==> src/logic/mic_pkg.sv <==
// Constants, field positions and types of the maskable interrupt control.
// Assumes a single CPU clock domain and an 8-bit register port.
`default_nettype none

package mic_pkg;

  // ----------------------------------------------------------------
  // Register map
  // ----------------------------------------------------------------
  localparam logic [7:0] INFO_ADDR = 8'h00;
  localparam logic [7:0] INFO_LVL_ADDR = 8'h01;
  localparam logic [7:0] CTRL_BASE = 8'h50;
  localparam logic [7:0] TA0_CTRL_ADDR = 8'h55;
  localparam logic [7:0] PSW_ADDR = 8'h60;
  localparam logic [7:0] STAT_ADDR = 8'h61;

  // ----------------------------------------------------------------
  // Field positions, write mask, reset values and source number base
  // ----------------------------------------------------------------
  localparam int LVL_LSB = 0;
  localparam int REQ_BIT = 3;
  localparam int PSW_I_BIT = 0;
  localparam int PSW_D_BIT = 1;
  localparam int PSW_U_BIT = 2;
  localparam int IPL_LSB = 4;
  localparam logic [7:0] PSW_MASK = 8'h77;
  localparam logic [2:0] LVL_RST = 3'h0;
  localparam logic [7:0] PSW_RST = 8'h00;
  localparam logic [5:0] SRC_NUM_BASE = 6'h10;

  // ----------------------------------------------------------------
  // Sequence timing, in CPU cycles, and the lowest trap number that keeps U
  // ----------------------------------------------------------------
  localparam logic [4:0] SEQ_BASE_CYC = 5'h12;
  localparam logic [4:0] SEQ_BUS8_CYC = 5'h14;
  localparam logic [4:0] DBG_EXTRA_CYC = 5'h02;
  localparam logic [4:0] STEP_EXTRA_CYC = 5'h01;
  localparam logic [4:0] STEP_CLRF = 5'h01;
  localparam logic [4:0] STEP_PSHF = 5'h02;
  localparam logic [4:0] STEP_PSHPC = 5'h03;
  localparam logic [5:0] MAX_INSTR_WAIT = 6'h1e;
  localparam logic [5:0] TRAP_U_LO = 6'h20;

  // ----------------------------------------------------------------
  // Types
  // ----------------------------------------------------------------
  typedef enum logic [1:0] {TRAP_SOFT, TRAP_STEP, TRAP_DBG} mic_trap_t;
  typedef enum logic {ST_IDLE, ST_SEQ} mic_state_t;

endpackage

`default_nettype wire

==> src/logic/mic_ctrl.sv <==
// Maskable interrupt acceptance and interrupt sequence of the CPU.
// Assumes peripherals and core share clk; request events are one-cycle
// pulses, instruction boundaries come from the core.
`default_nettype none

module mic_ctrl
  import mic_pkg::*;
#(
  parameter int N_SRC = 8
) (
  input wire logic clk,
  input wire logic rst_b,
  input wire logic [7:0] reg_addr,
  input wire logic [7:0] reg_wdata,
  input wire logic reg_wr,
  input wire logic reg_rd,
  output logic [7:0] reg_rdata,
  input wire logic [N_SRC-1:0] src_evt,
  input wire logic instr_done,
  input wire logic instr_susp,
  input wire logic trap_req,
  input wire logic [1:0] trap_kind,
  input wire logic [5:0] trap_num,
  input wire logic vec_odd,
  input wire logic sp_odd,
  input wire logic bus8,
  input wire logic [19:0] pc_in,
  output logic seq_active,
  output logic int_ack,
  output logic [5:0] int_num,
  output logic [2:0] int_lvl,
  output logic stack_push,
  output logic [19:0] stack_data,
  output logic resume,
  output logic [7:0] psw
);
  localparam int IDX_W = (N_SRC > 1) ? $clog2(N_SRC) : 1;
  // ----------------------------------------------------------------
  // State
  // ----------------------------------------------------------------
  mic_state_t st_q;
  logic [4:0] cnt_q;
  logic [4:0] len_q;
  logic [2:0] lvl_q [N_SRC];
  logic [N_SRC-1:0] req_q;
  logic [7:0] psw_q;
  logic [7:0] temp_q;
  logic trap_q;
  logic keep_u_q;
  logic [IDX_W-1:0] idx_q;
  logic [5:0] num_q;
  logic [2:0] acc_lvl_q;
  logic [5:0] wait_q;
  logic late_q;
  logic ack_q;
  logic push_q;
  logic [19:0] sdata_q;
  logic resume_q;
  logic [7:0] rdata_q;
  // ----------------------------------------------------------------
  // Decode
  // ----------------------------------------------------------------
  logic [7:0] ctrl_off;
  logic ctrl_hit;
  logic [IDX_W-1:0] ctrl_idx;
  logic [2:0] cpu_priority_threshold;
  logic info_rd;
  assign ctrl_off = reg_addr - CTRL_BASE;
  assign ctrl_hit = ctrl_off < 8'(N_SRC);
  assign ctrl_idx = IDX_W'(ctrl_off);
  assign cpu_priority_threshold = psw_q[IPL_LSB +: 3];
  assign info_rd = reg_rd && reg_addr == INFO_ADDR;
  // ----------------------------------------------------------------
  // Priority judge
  // ----------------------------------------------------------------
  logic win_ok;
  logic [IDX_W-1:0] win_idx;
  logic [2:0] win_lvl;
  // Ascending scan with strict compare keeps the lowest index on ties
  always_comb begin
    win_ok = 1'b0;
    win_idx = '0;
    win_lvl = '0;
    for (int i = 0; i < N_SRC; i++) begin
      if (req_q[i] && lvl_q[i] > cpu_priority_threshold && (!win_ok || lvl_q[i] > win_lvl)) begin
        win_ok = 1'b1;
        win_idx = IDX_W'(i);
        win_lvl = lvl_q[i];
      end
    end
  end
  logic acc_ok;
  logic sel_trap;
  logic start;
  logic trap_dbg;
  logic trap_step;
  assign acc_ok = win_ok && psw_q[PSW_I_BIT];
  assign trap_dbg = trap_kind == 2'(TRAP_DBG);
  assign trap_step = trap_kind == 2'(TRAP_STEP);
  // Debugger break and trap instructions outrank peripherals; step does not
  assign sel_trap = trap_req && instr_done && (!trap_step || !acc_ok);
  // String and repeat instructions yield mid-way via instr_susp
  assign start = st_q == ST_IDLE && (sel_trap || (acc_ok && (instr_done || instr_susp)));
  // Sequence length from bus width, parity and kind
  logic [4:0] len_d;
  always_comb begin
    len_d = bus8 ? SEQ_BUS8_CYC : SEQ_BASE_CYC + 5'(vec_odd) + 5'(sp_odd);
    if (sel_trap && trap_dbg) begin
      len_d = len_d + DBG_EXTRA_CYC;
    end else if (sel_trap && trap_step) begin
      len_d = len_d + STEP_EXTRA_CYC;
    end
  end
  logic seq_last;
  assign seq_last = st_q == ST_SEQ && cnt_q == len_q - 5'h01;
  // ----------------------------------------------------------------
  // Sequencer
  // ----------------------------------------------------------------
  // Acceptance details are frozen at the start edge
  always_ff @(posedge clk or negedge rst_b) begin
    if (!rst_b) begin
      st_q <= ST_IDLE;
      cnt_q <= '0;
      len_q <= '0;
      trap_q <= 1'b0;
      keep_u_q <= 1'b0;
      idx_q <= '0;
      num_q <= '0;
      acc_lvl_q <= '0;
    end else begin
      case (st_q)
        ST_IDLE: begin
          cnt_q <= '0;
          if (start) begin
            st_q <= ST_SEQ;
            len_q <= len_d;
            trap_q <= sel_trap;
            keep_u_q <= sel_trap && !trap_step && !trap_dbg && trap_num >= TRAP_U_LO;
            idx_q <= win_idx;
            // Internal read of the info location: number and level
            num_q <= sel_trap ? trap_num : SRC_NUM_BASE + 6'(win_idx);
            acc_lvl_q <= sel_trap ? cpu_priority_threshold : win_lvl;
          end
        end
        ST_SEQ: begin
          cnt_q <= cnt_q + 5'h01;
          if (seq_last) begin
            st_q <= ST_IDLE;
          end
        end
        default: st_q <= ST_IDLE;
      endcase
    end
  end
  // ----------------------------------------------------------------
  // Control registers
  // ----------------------------------------------------------------
  // Level fields written only by software
  always_ff @(posedge clk or negedge rst_b) begin
    if (!rst_b) begin
      for (int i = 0; i < N_SRC; i++) begin
        lvl_q[i] <= LVL_RST;
      end
    end else if (reg_wr && ctrl_hit) begin
      lvl_q[ctrl_idx] <= reg_wdata[LVL_LSB +: 3];
    end
  end
  // Request bits: event set beats every clear, so read-modify-write is safe
  always_ff @(posedge clk or negedge rst_b) begin
    if (!rst_b) begin
      req_q <= '0;
    end else begin
      for (int i = 0; i < N_SRC; i++) begin
        if (src_evt[i]) begin
          req_q[i] <= 1'b1;
        end else if (st_q == ST_SEQ && cnt_q == 5'h00 && !trap_q && idx_q == IDX_W'(i)) begin
          req_q[i] <= 1'b0;
        end else if (info_rd && st_q == ST_IDLE && win_ok && win_idx == IDX_W'(i)) begin
          req_q[i] <= 1'b0;
        end else if (reg_wr && ctrl_hit && ctrl_idx == IDX_W'(i) && !reg_wdata[REQ_BIT]) begin
          req_q[i] <= 1'b0;
        end
      end
    end
  end
  // ----------------------------------------------------------------
  // Status word and temporary copy
  // ----------------------------------------------------------------
  // Software writes are held off while the sequence owns the flags
  always_ff @(posedge clk or negedge rst_b) begin
    if (!rst_b) begin
      psw_q <= PSW_RST;
    end else if (st_q == ST_SEQ && cnt_q == STEP_CLRF) begin
      psw_q[PSW_I_BIT] <= 1'b0;
      psw_q[PSW_D_BIT] <= 1'b0;
      if (!keep_u_q) begin
        psw_q[PSW_U_BIT] <= 1'b0;
      end
    end else if (seq_last && !trap_q) begin
      psw_q[IPL_LSB +: 3] <= acc_lvl_q;
    end else if (reg_wr && reg_addr == PSW_ADDR && st_q == ST_IDLE) begin
      psw_q <= reg_wdata & PSW_MASK;
    end
  end
  // Hidden copy of the status word from before the sequence
  always_ff @(posedge clk or negedge rst_b) begin
    if (!rst_b) begin
      temp_q <= PSW_RST;
    end else if (start) begin
      temp_q <= psw_q;
    end
  end
  // ----------------------------------------------------------------
  // Core-facing strobes
  // ----------------------------------------------------------------
  // Flags word first, then the program counter
  always_ff @(posedge clk or negedge rst_b) begin
    if (!rst_b) begin
      ack_q <= 1'b0;
      push_q <= 1'b0;
      sdata_q <= '0;
      resume_q <= 1'b0;
    end else begin
      ack_q <= start;
      push_q <= st_q == ST_SEQ && (cnt_q == STEP_PSHF || cnt_q == STEP_PSHPC);
      if (st_q == ST_SEQ && cnt_q == STEP_PSHF) begin
        sdata_q <= {pc_in[19:16], 8'h00, temp_q};
      end else if (st_q == ST_SEQ && cnt_q == STEP_PSHPC) begin
        sdata_q <= pc_in;
      end
      resume_q <= seq_last;
    end
  end
  // ----------------------------------------------------------------
  // Boundary wait monitor
  // ----------------------------------------------------------------
  // Flags a core whose instruction runs past the worst case
  always_ff @(posedge clk or negedge rst_b) begin
    if (!rst_b) begin
      wait_q <= '0;
      late_q <= 1'b0;
    end else begin
      if (acc_ok && st_q == ST_IDLE && !start) begin
        wait_q <= (wait_q == 6'h3f) ? wait_q : wait_q + 6'h01;
      end else begin
        wait_q <= '0;
      end
      if (wait_q > MAX_INSTR_WAIT) begin
        late_q <= 1'b1;
      end else if (reg_wr && reg_addr == STAT_ADDR) begin
        late_q <= 1'b0;
      end
    end
  end
  // ----------------------------------------------------------------
  // Read port
  // ----------------------------------------------------------------
  // Data stands one cycle after the strobe; unmapped reads give zero
  always_ff @(posedge clk or negedge rst_b) begin
    if (!rst_b) begin
      rdata_q <= '0;
    end else if (reg_rd) begin
      if (ctrl_hit) begin
        rdata_q <= {4'h0, req_q[ctrl_idx], lvl_q[ctrl_idx]};
      end else if (reg_addr == INFO_ADDR) begin
        rdata_q <= win_ok ? {2'b00, SRC_NUM_BASE + 6'(win_idx)} : 8'h00;
      end else if (reg_addr == INFO_LVL_ADDR) begin
        rdata_q <= {5'h00, win_ok ? win_lvl : 3'h0};
      end else if (reg_addr == PSW_ADDR) begin
        rdata_q <= psw_q;
      end else if (reg_addr == STAT_ADDR) begin
        rdata_q <= {6'h00, late_q, st_q == ST_SEQ};
      end else begin
        rdata_q <= 8'h00;
      end
    end else begin
      rdata_q <= 8'h00;
    end
  end

  assign reg_rdata = rdata_q;
  assign seq_active = st_q == ST_SEQ;
  assign int_ack = ack_q;
  assign int_num = num_q;
  assign int_lvl = acc_lvl_q;
  assign stack_push = push_q;
  assign stack_data = sdata_q;
  assign resume = resume_q;
  assign psw = psw_q;

  logic [4:0] run_q;
  always_ff @(posedge clk or negedge rst_b) begin
    if (!rst_b) begin
      run_q <= '0;
    end else begin
      run_q <= (st_q == ST_SEQ) ? run_q + 5'h01 : 5'h00;
    end
  end
endmodule // mic_ctrl

`default_nettype wire

==> config.mk <==
export PLATFORM = sky130hd
export DESIGN_NAME = mic_ctrl
export DESIGN_NICKNAME = d
export VERILOG_FILES = /design/src/logic/mic_pkg.sv /design/src/logic/mic_ctrl.sv
export SDC_FILE = /design/constraint.sdc
export NUM_CORES = 1
export LEC_CHECK = 0
export ABC_AREA = 0
export BUFFER_PORTS_ARGS = -buffer_cell sky130_fd_sc_hd__buf_2
export CORE_MARGIN = 10
export CORE_UTILIZATION = 25
export CTS_BUF_LIST = sky130_fd_sc_hd__clkbuf_16
export DETAILED_ROUTE_END_ITERATION = 10
export PLACE_DENSITY_LB_ADDON = 0.25
export SYNTH_ARGS = -nofsm -noshare
export SYNTH_HDL_FRONTEND = slang
export SYNTH_SLANG_ARGS = --single-unit
==> constraint.sdc <==
create_clock -name clk -period 18.7 [get_ports clk]
set_clock_uncertainty 0.15 [all_clocks]
set_input_delay 0.935 -clock clk [delete_from_list [all_inputs] [get_ports clk]]
set_output_delay 0.935 -clock clk [all_outputs]
set_load 0.01 [all_outputs]
==> summary.md, run 1 <==
The logs give 0 for the number of hold-repair buffers added at the cts stage and 18800 ps for the required time at the endpoint of the critical path. The layout cell share with drive strength beyond 1 was 21.7%. Prior to clock tree synthesis, the placed netlist has a worst setup slack of 6610 ps. By instance count, the cell type seen most on the critical path is ha_1. Most frequent cell after synthesis: dfrtp_1. The final critical-path required period was 12170 ps; the power dissipated by switching net loads was 0.516 mW.

Summed over all nets, the half-perimeter wirelength after detailed placement is 16.9 mm. The cell depth of the worst min-delay path is 2. Starting density of the core: 25.2%. The total leakage power was 3.62 nW. Counting flops with an async set or reset pin after synthesis yields a share of 100%. For this run, the number of Yosys warnings is 0. At the end of routability-driven placement, the weighted congestion stood at 0.866. The tools report the maximum count of clock buffers along a single path as 2. In this run switching power makes up 46.2% of total power.

For the final hold violation count, the log shows 0. The worst setup path is captured at a flop. Entering global routing, the biggest net connects 59 pins.

After synthesis the cells add up to 6750 um^2. For the worst-skew pair, the clock arrives at the later sink with an insertion delay of 370 ps. The run gives 0 as the total of cells resized after clock tree synthesis. Sorting the synthesized cells by how often they occur yields dfrtp_1, nand2_1, nor2_1.

VDD sags by at most 0.0655 mV. Via count of the first global-routing pass: 5842. Across every metal layer, demand over resource in global routing totals 12.9%. The share of total power in sequential cells was 28.4%; the data arrival time of the critical path was 12270 ps. For the share of total power in combinational logic, the log shows 54.6%.

A synthesized cell averages 9.37 um^2. Setup repair after global routing left no endpoint under its margin. The logs give 0 for the detailed-route DRC error count and 3 for the number of H-tree levels. The cell taking the most area after synthesis is dfrtp_1.

The logs give 60 for the number of core rows and 5 for the number of search-and-repair iterations in the first detailed-routing pass. Dividing the detail-routed wire length by the instance count gives 18.5 um. The worst pin sits at a relative slew slack of 32.0%.

The first global-routing pass estimated 34.1 mm of wire. The tool flagged a number of max-cap violations equal to 0. For the sink count of the clock tree, the log shows 106. The logs give 939 for the final net count and 0 for the setup-violating endpoint count in the final report. Summed over all layers, the routed wires come to 21.7 mm.

The area growth from synthesis to layout is 17.7%. Number of port buffers: 106. The maximum single-stage delay on the critical path came out at 480 ps. For the initial antenna violation count, the log shows 1. After layout, the worst setup slack is 6530 ps. 111 I/O pins were placed. The clock network burns 17.0% of the power. For the highest clock rate, the log shows 82.2 MHz. Class of the most critical setup path: flop to flop.

In this run the worst path has a maximum fanout of 11. Clock tree synthesis inserted a total of 9 buffers. Dividing total power by cell area gives a power density of 141 nW/um^2. The via total after detailed routing was 5825; the floorplan die area was 34000 um^2.

The logs give 0 for the remaining global-route overflow and 321 for the violation count after the first detailed-route iteration. By area the synthesized netlist is led by dfrtp_1, ha_1, nand2_1. TritonCTS built the clock tree. For the remaining antenna violation count after routing, the log shows 0.

The tree is rooted in a clkbuf_16. The worst setup path is launched from a flop. The path class of the tightest hold or removal check is flop to flop.

The number of enable-type register cells in the synthesized netlist was 0; the number of distinct library cells after synthesis was 77. The post-route clock period utilization was 65.1%. For this design, the slowest cell found on the critical path is inv_1. The most used flip-flop cell after synthesis is dfrtp_1.

After routing, the total negative slack on setup checks comes to 0 ps. Depth of the most critical reg-to-reg path: 56. The number of max-slew violations in the final report was 0; the mean number of vias per cell was 4.98.

Post-CTS timing repair inserted 0 buffers for setup. The flow ran to the end, and the final reports show no timing, DRC or antenna violations. In this run the horizontal extent of the chip is 184 um. The slew of the pin with the lowest slew margin is 1020 ps, and the portion of the post-synthesis area used by sequential elements is 39.3%. The number of storage elements in the synthesis netlist is 106, and the height of the chip is 184 um. The portion of synthesized cell area occupied by the leading cell type is 39.3%. For the gate count of the mapped netlist, the log shows 720. The internal power of the cells totals 0.600 mW. The floorplan core area was 26700 um^2. Post-CTS clock slew at the launch and capture registers of the worst setup and hold paths: 80 ps.
placed cells by master (no fill, tap or decap), types with 5 or more instances in the layout:
| cell | n |
|---|---|
| nor2b_1 | 10 |
| nand2b_1 | 11 |
| buf_2 | 105 |
| a21o_1 | 11 |
| mux2_2 | 15 |
| mux4_2 | 8 |
| ha_1 | 54 |
| a31oi_1 | 10 |
| nor2_1 | 67 |
| dfrtp_1 | 106 |
| inv_1 | 42 |
| xor2_1 | 5 |
| o22ai_1 | 11 |
| nand3_1 | 31 |
| nor3_1 | 13 |
| o21ai_0 | 52 |
| buf_4 | 6 |
| o21ai_1 | 5 |
| clkbuf_16 | 9 |
| o21a_1 | 9 |
| a21oi_1 | 42 |
| xnor2_1 | 8 |
| mux2i_1 | 8 |
| a22o_1 | 5 |
| nand2_1 | 80 |
| and2_1 | 7 |
worst paths after layout:
path | from | slack (ps) | endpoint
worst max-delay path | psw[6] | 6530 | req_q[1]
worst min-delay path | temp_q[1] | 320 | temp_q[1]
worst max register to register | psw[6] | 6530 | req_q[1]
worst min register to register | temp_q[1] | 320 | temp_q[1]
max in group asynchronous | rst_b | 16760 | req_q[3]
min in group asynchronous | rst_b | 430 | int_num[5]
flip-flops by register name (all words and copies together), names as in the netlist, 3 cells and up:
name / cells
idx_q: 3
len_q: 5
psw: 6
int_num: 6
cnt_q: 5
reg_rdata: 7
int_lvl: 3
temp_q: 6
lvl_q: 24
req_q: 8
stack_data: 20
wait_q: 6
per-layer routing:
metal	GRT usage, %	share of wire [%]
met5	0	0
met2	21.4	47
met3	2.42	4.5
met4	3.24	1.2
met1	16.8	47
cells by family after synthesis:
family / Yosys count / synth area share (%)
DFF: 106 / 39.3
other: 1 / 0.0556
xor gates and xnor gates: 13 / 1.69
adders and majority gates: 54 / 10.0
and+or+nand+nor: 250 / 17.9
AOI/OAI and AO/OA: 200 / 20.6
muxes: 31 / 6.36
buffers and inverters: 65 / 4.06
cell type report:
cell class,instances,area [um^2]
Tap cell,341,427
Fill cell,2870,18800
Clock buffer,9,225
Antenna cell,1,2.50
Sequential cell,106,2650
Clock inverter,7,61.3
Inverter,44,165
Multi-Input combinational cell,551,3830
Timing Repair Buffer,111,571
through the flow:
| step | hold WS, ps | power, mW | area [um^2] | cells | util, % |
|---|---|---|---|---|---|
| 6_report | 321 | 1.12 | 7940 | 1170 | 29.7 |
| 5_1_grt | 349 | 1.20 | 7940 | 1169 | 29.7 |
| 4_1_cts | 331 | 1.12 | 7940 | 1169 | 29.7 |
| 3_5_place_dp | 310 | 0.928 | 7650 | 1153 | 28.6 |
| 3_3_place_gp | 304 | 0.921 | 7650 | 1153 | 28.6 |
| 2_1_floorplan | 288 | 0.738 | 6750 | 722 | - |
critical path: cells and delay by family (launching register included):
| family | cells | cell delay, ps |
|---|---|---|
| compound gates | 34 | 6590 |
| fa+ha+maj | 8 | 2400 |
| simple gates | 12 | 1950 |
| buf+inv | 2 | 530 |
| flops | 1 | 400 |
power groups by stage:
stage | Sequential (mW) | Combinational [mW] | Clock, mW
after global routing | 0.324 | 0.671 | 0.205
after floorplan | 0.325 | 0.413 | 0
after detailed placement | 0.321 | 0.608 | 0
after CTS | 0.317 | 0.609 | 0.198
final | 0.317 | 0.609 | 0.190
after global placement | 0.320 | 0.600 | 0
(Power assumes the default switching activity.)
==> run 2, diff against run 1 <==
==> constraint.sdc (replaced) <==
create_clock -name clk -period 10.85 [get_ports clk]
set_clock_uncertainty 0.15 [all_clocks]
set_input_delay 0.5425 -clock clk [delete_from_list [all_inputs] [get_ports clk]]
set_output_delay 0.5425 -clock clk [all_outputs]
set_load 0.01 [all_outputs]
==> run 2 against run 1 <==
Compared with the run above: utilization increased by 2.3 points; combinational power rose by 140%; clock power increased by 73%; via count is 2.0% higher; register-to-register slack got worse by 6000 ps; highest routed layer unchanged; count of clock-buffer cells in the layout did not move; sequential share of layout area fell by 2.4 points; critical endpoint is now req_q[3]; first-iteration DRC count increased by 10%; maximum frequency is 17% higher; die area unchanged; global-route usage up 0.087 points; critical path type unchanged.
==> summary.md, run 2 (synthesis results as in run 1) <==
The number of port buffers was 106 (unchanged). The largest net degree at the start of global routing is 64 (+8.5%), and the layout cell share with drive strength beyond 1 is 29.6% (+7.9 points). The post-route clock period utilization is 95.5% (+30 points).

The cell type of the slowest stage on the worst timing path was dfrtp_1. The highest clock rate came out at 96.5 MHz (+17%). The class of the most critical setup path was flop to flop. The run gives 0 (unchanged) as the final hold violation count. The tools report the global-route wire length before repair as 34.3 mm (+0.52%). The tools report the number of H-tree levels as 3 (unchanged). The chip width was 184 um (unchanged). Setup slack after layout: 490 ps (-6040 ps). The number of antenna repair diodes is 0 (-1). The run gives 5.76 ps (-6610 ps) as the post-placement worst setup slack. The mean number of vias per cell was 4.93 (-1.0%). The initial antenna violation count came out at 0 (-1).

The run gives 976 (+3.9%) as the final net count. In this run the worst hold path is classified as primary input to async pin. The floorplan core area was 26700 um^2 (unchanged). The run finished with clean final reports.

Starting density of the core: 25.2% (unchanged). Total chip power: 2.34 mW (+110%). The final design utilization came out at 32.0% (+2.3 points).

The run gives 5 (unchanged) as the number of search-and-repair iterations in the first detailed-routing pass. The run gives 0 (unchanged) as the max-cap violation count. Leaving out fill and tap cells, the most frequent cell in the layout is dfrtp_1. STA classifies the critical path endpoint as a flop. The run gives 10460 ps (-1810 ps) as the data arrival time of the critical path.

The number of buffers inserted during clock tree synthesis is 9 (unchanged). The power density relative to cell area is 273 nW/um^2 (+94%). The number of max-slew violations in the final report was 0 (unchanged). The tightest slew margin relative to the limit came out at 27.1% (-4.9 points). The logs give 10950 ps (-7850 ps) for the required time at the endpoint of the critical path and 0.857 (-1.0%) for the final RePlAce weighted congestion. The final critical-path required period was 10360 ps (-1810 ps). The via total after detailed routing is 5944 (+2.0%), and the remaining antenna violation count after routing is 0 (unchanged). The post-CTS clock slew at the launch and capture registers of the worst setup and hold paths is 80 ps (about the same), and the met2 usage is 20.8% (-0.56 points).

The library cells used most frequently in the layout, excluding fill and tap cells, are dfrtp_1, buf_2, nand2_1, nor2_1, o21ai_0. The via count of the first global-routing pass came out at 5820 (-0.38%). Floorplan die area: 34000 um^2 (unchanged). The maximum single-stage delay on the critical path is 410 ps (-70 ps). The tools report the remaining global-route overflow as 0 (unchanged). Source-to-sink clock delay at the later pin of the worst-skew pair: 360 ps (about the same). The detailed placer's ending HPWL was 17.2 mm (+1.3%). TritonCTS built the clock tree. The tools report the global routing usage on met1 as 17.1% (+0.30 points). The slew of the pin with the lowest slew margin works out to 1090 ps (+68.0 ps). The setup-violating endpoint count in the final report is 0 (unchanged), and the peak ir drop on the vdd network is 0.180 mV (+180%). The sum of negative setup slack is 0 ps (unchanged), and the number of ports placed on the die boundary is 111 (unchanged).

The violation count after the first detailed-route iteration was 353 (+10%). lvl_q holds more flip-flops than any other register. Number of flip-flops in the largest register: 24 (unchanged). The number of core rows is 60 (unchanged), and the area growth from synthesis to layout is 26.8%. The total leakage power is 3.85 nW (+6.3%), and the total routing usage reported by global routing is 13.0% (+0.087 points).

The top fanout value on the critical path came out at 6 (-5). STA classifies the critical path startpoint as a flop. The logs give 3.01% (+0.59 points) for the met3 track demand over resource in global routing and 106 (unchanged) for the sink count of the clock tree. The height of the chip came out at 184 um (unchanged).

The per-cell routed wire length was 18.5 um (-0.29%); the total length of routed wires was 22.3 mm (+2.8%). The root buffer cell is clkbuf_16. The detailed-route DRC error count was 0 (unchanged). The run gives 2 (unchanged) as the maximum count of clock buffers along a single path. The most congested layer reported by global routing was met2.
## run 2: cell types whose count changed in the layout (fill, tap and decap cells not counted), moves of 6 or more
| cell | change |
|---|---|
| a21oi_2 | +7 |
| a21oi_1 | -7 |
| o21ai_0 | -6 |
| buf_4 | +34 |
| ha_1 | -9 |
| ha_4 | +9 |
## run 2: critical path, delay by kind of cell, from the launching register on
| kind | cells | cell delay (ps) |
|---|---|---|
| adders and majority gates | 8 | 2020 |
| and+or+nand+nor | 12 | 1720 |
| DFF | 1 | 410 |
| buffers and inverters | 5 | 390 |
| AOI/OAI and AO/OA | 33 | 5570 |
## run 2: power by group
part | total [mW] | internal [mW] | switching, mW
registers | 0.547 | 0.477 | 0.0702
clock network | 0.328 | 0.162 | 0.166
logic | 1.46 | 0.679 | 0.781
total | 2.34 | 1.32 | 1.02
## run 2: repair_timing
| action | CTS | global route |
|---|---|---|
| buffers inserted | 1 | 14 |
| endpoints found under the setup margin | 5 | 20 |
| gates resized for setup | 1 | 55 |
| hold buffers | 0 | 0 |
| pin swaps | 1 | 29 |
| gates cloned | 0 | 1 |
## run 2: stage by stage
step | area (um^2) | std cells | hold WS, ps
after floorplan | 6750 | 722 | 96.9
after global placement | 7810 | 1174 | 303
after detailed placement | 7810 | 1174 | 312
after CTS | 8120 | 1191 | 50.0
after global routing | 8550 | 1206 | 64.7
final | 8550 | 1206 | 19.8
## run 2: area by class of cell
cell class                 count  area [um^2]
multi-input combinational    552         4170
inverter                      44          165
fill                        2787        18200
clock buffer                   9          225
tap                          341          427
sequential                   106         2650
timing repair buffer         147          848
clock inverter                 7         70.1
## run 2: path summary, 6_finish.rpt
kind / end / slack, ps / depth (start not counted) / start
max: req_q[3] / 490 / 58 / psw[6]
min: int_num[5] / 20 / 1 / rst_b
max reg2reg: req_q[3] / 490 / 58 / psw[6]
min reg2reg: temp_q[0] / 320 / 2 / temp_q[0]
max in group asynchronous: req_q[7] / 9280 / 2 / rst_b
min in group clk: req_q[1] / 220 / 2 / src_evt[1]
## run 2: layer usage
| metal | up-vias | part of all wire (%) |
|---|---|---|
| met2 | 144 | 47 |
| met1 | 2892 | 47 |
| met3 | 22 | 5.1 |
| met5 | - | 0 |
| li1 | 2886 | - |
| met4 | 0 | 1.6 |
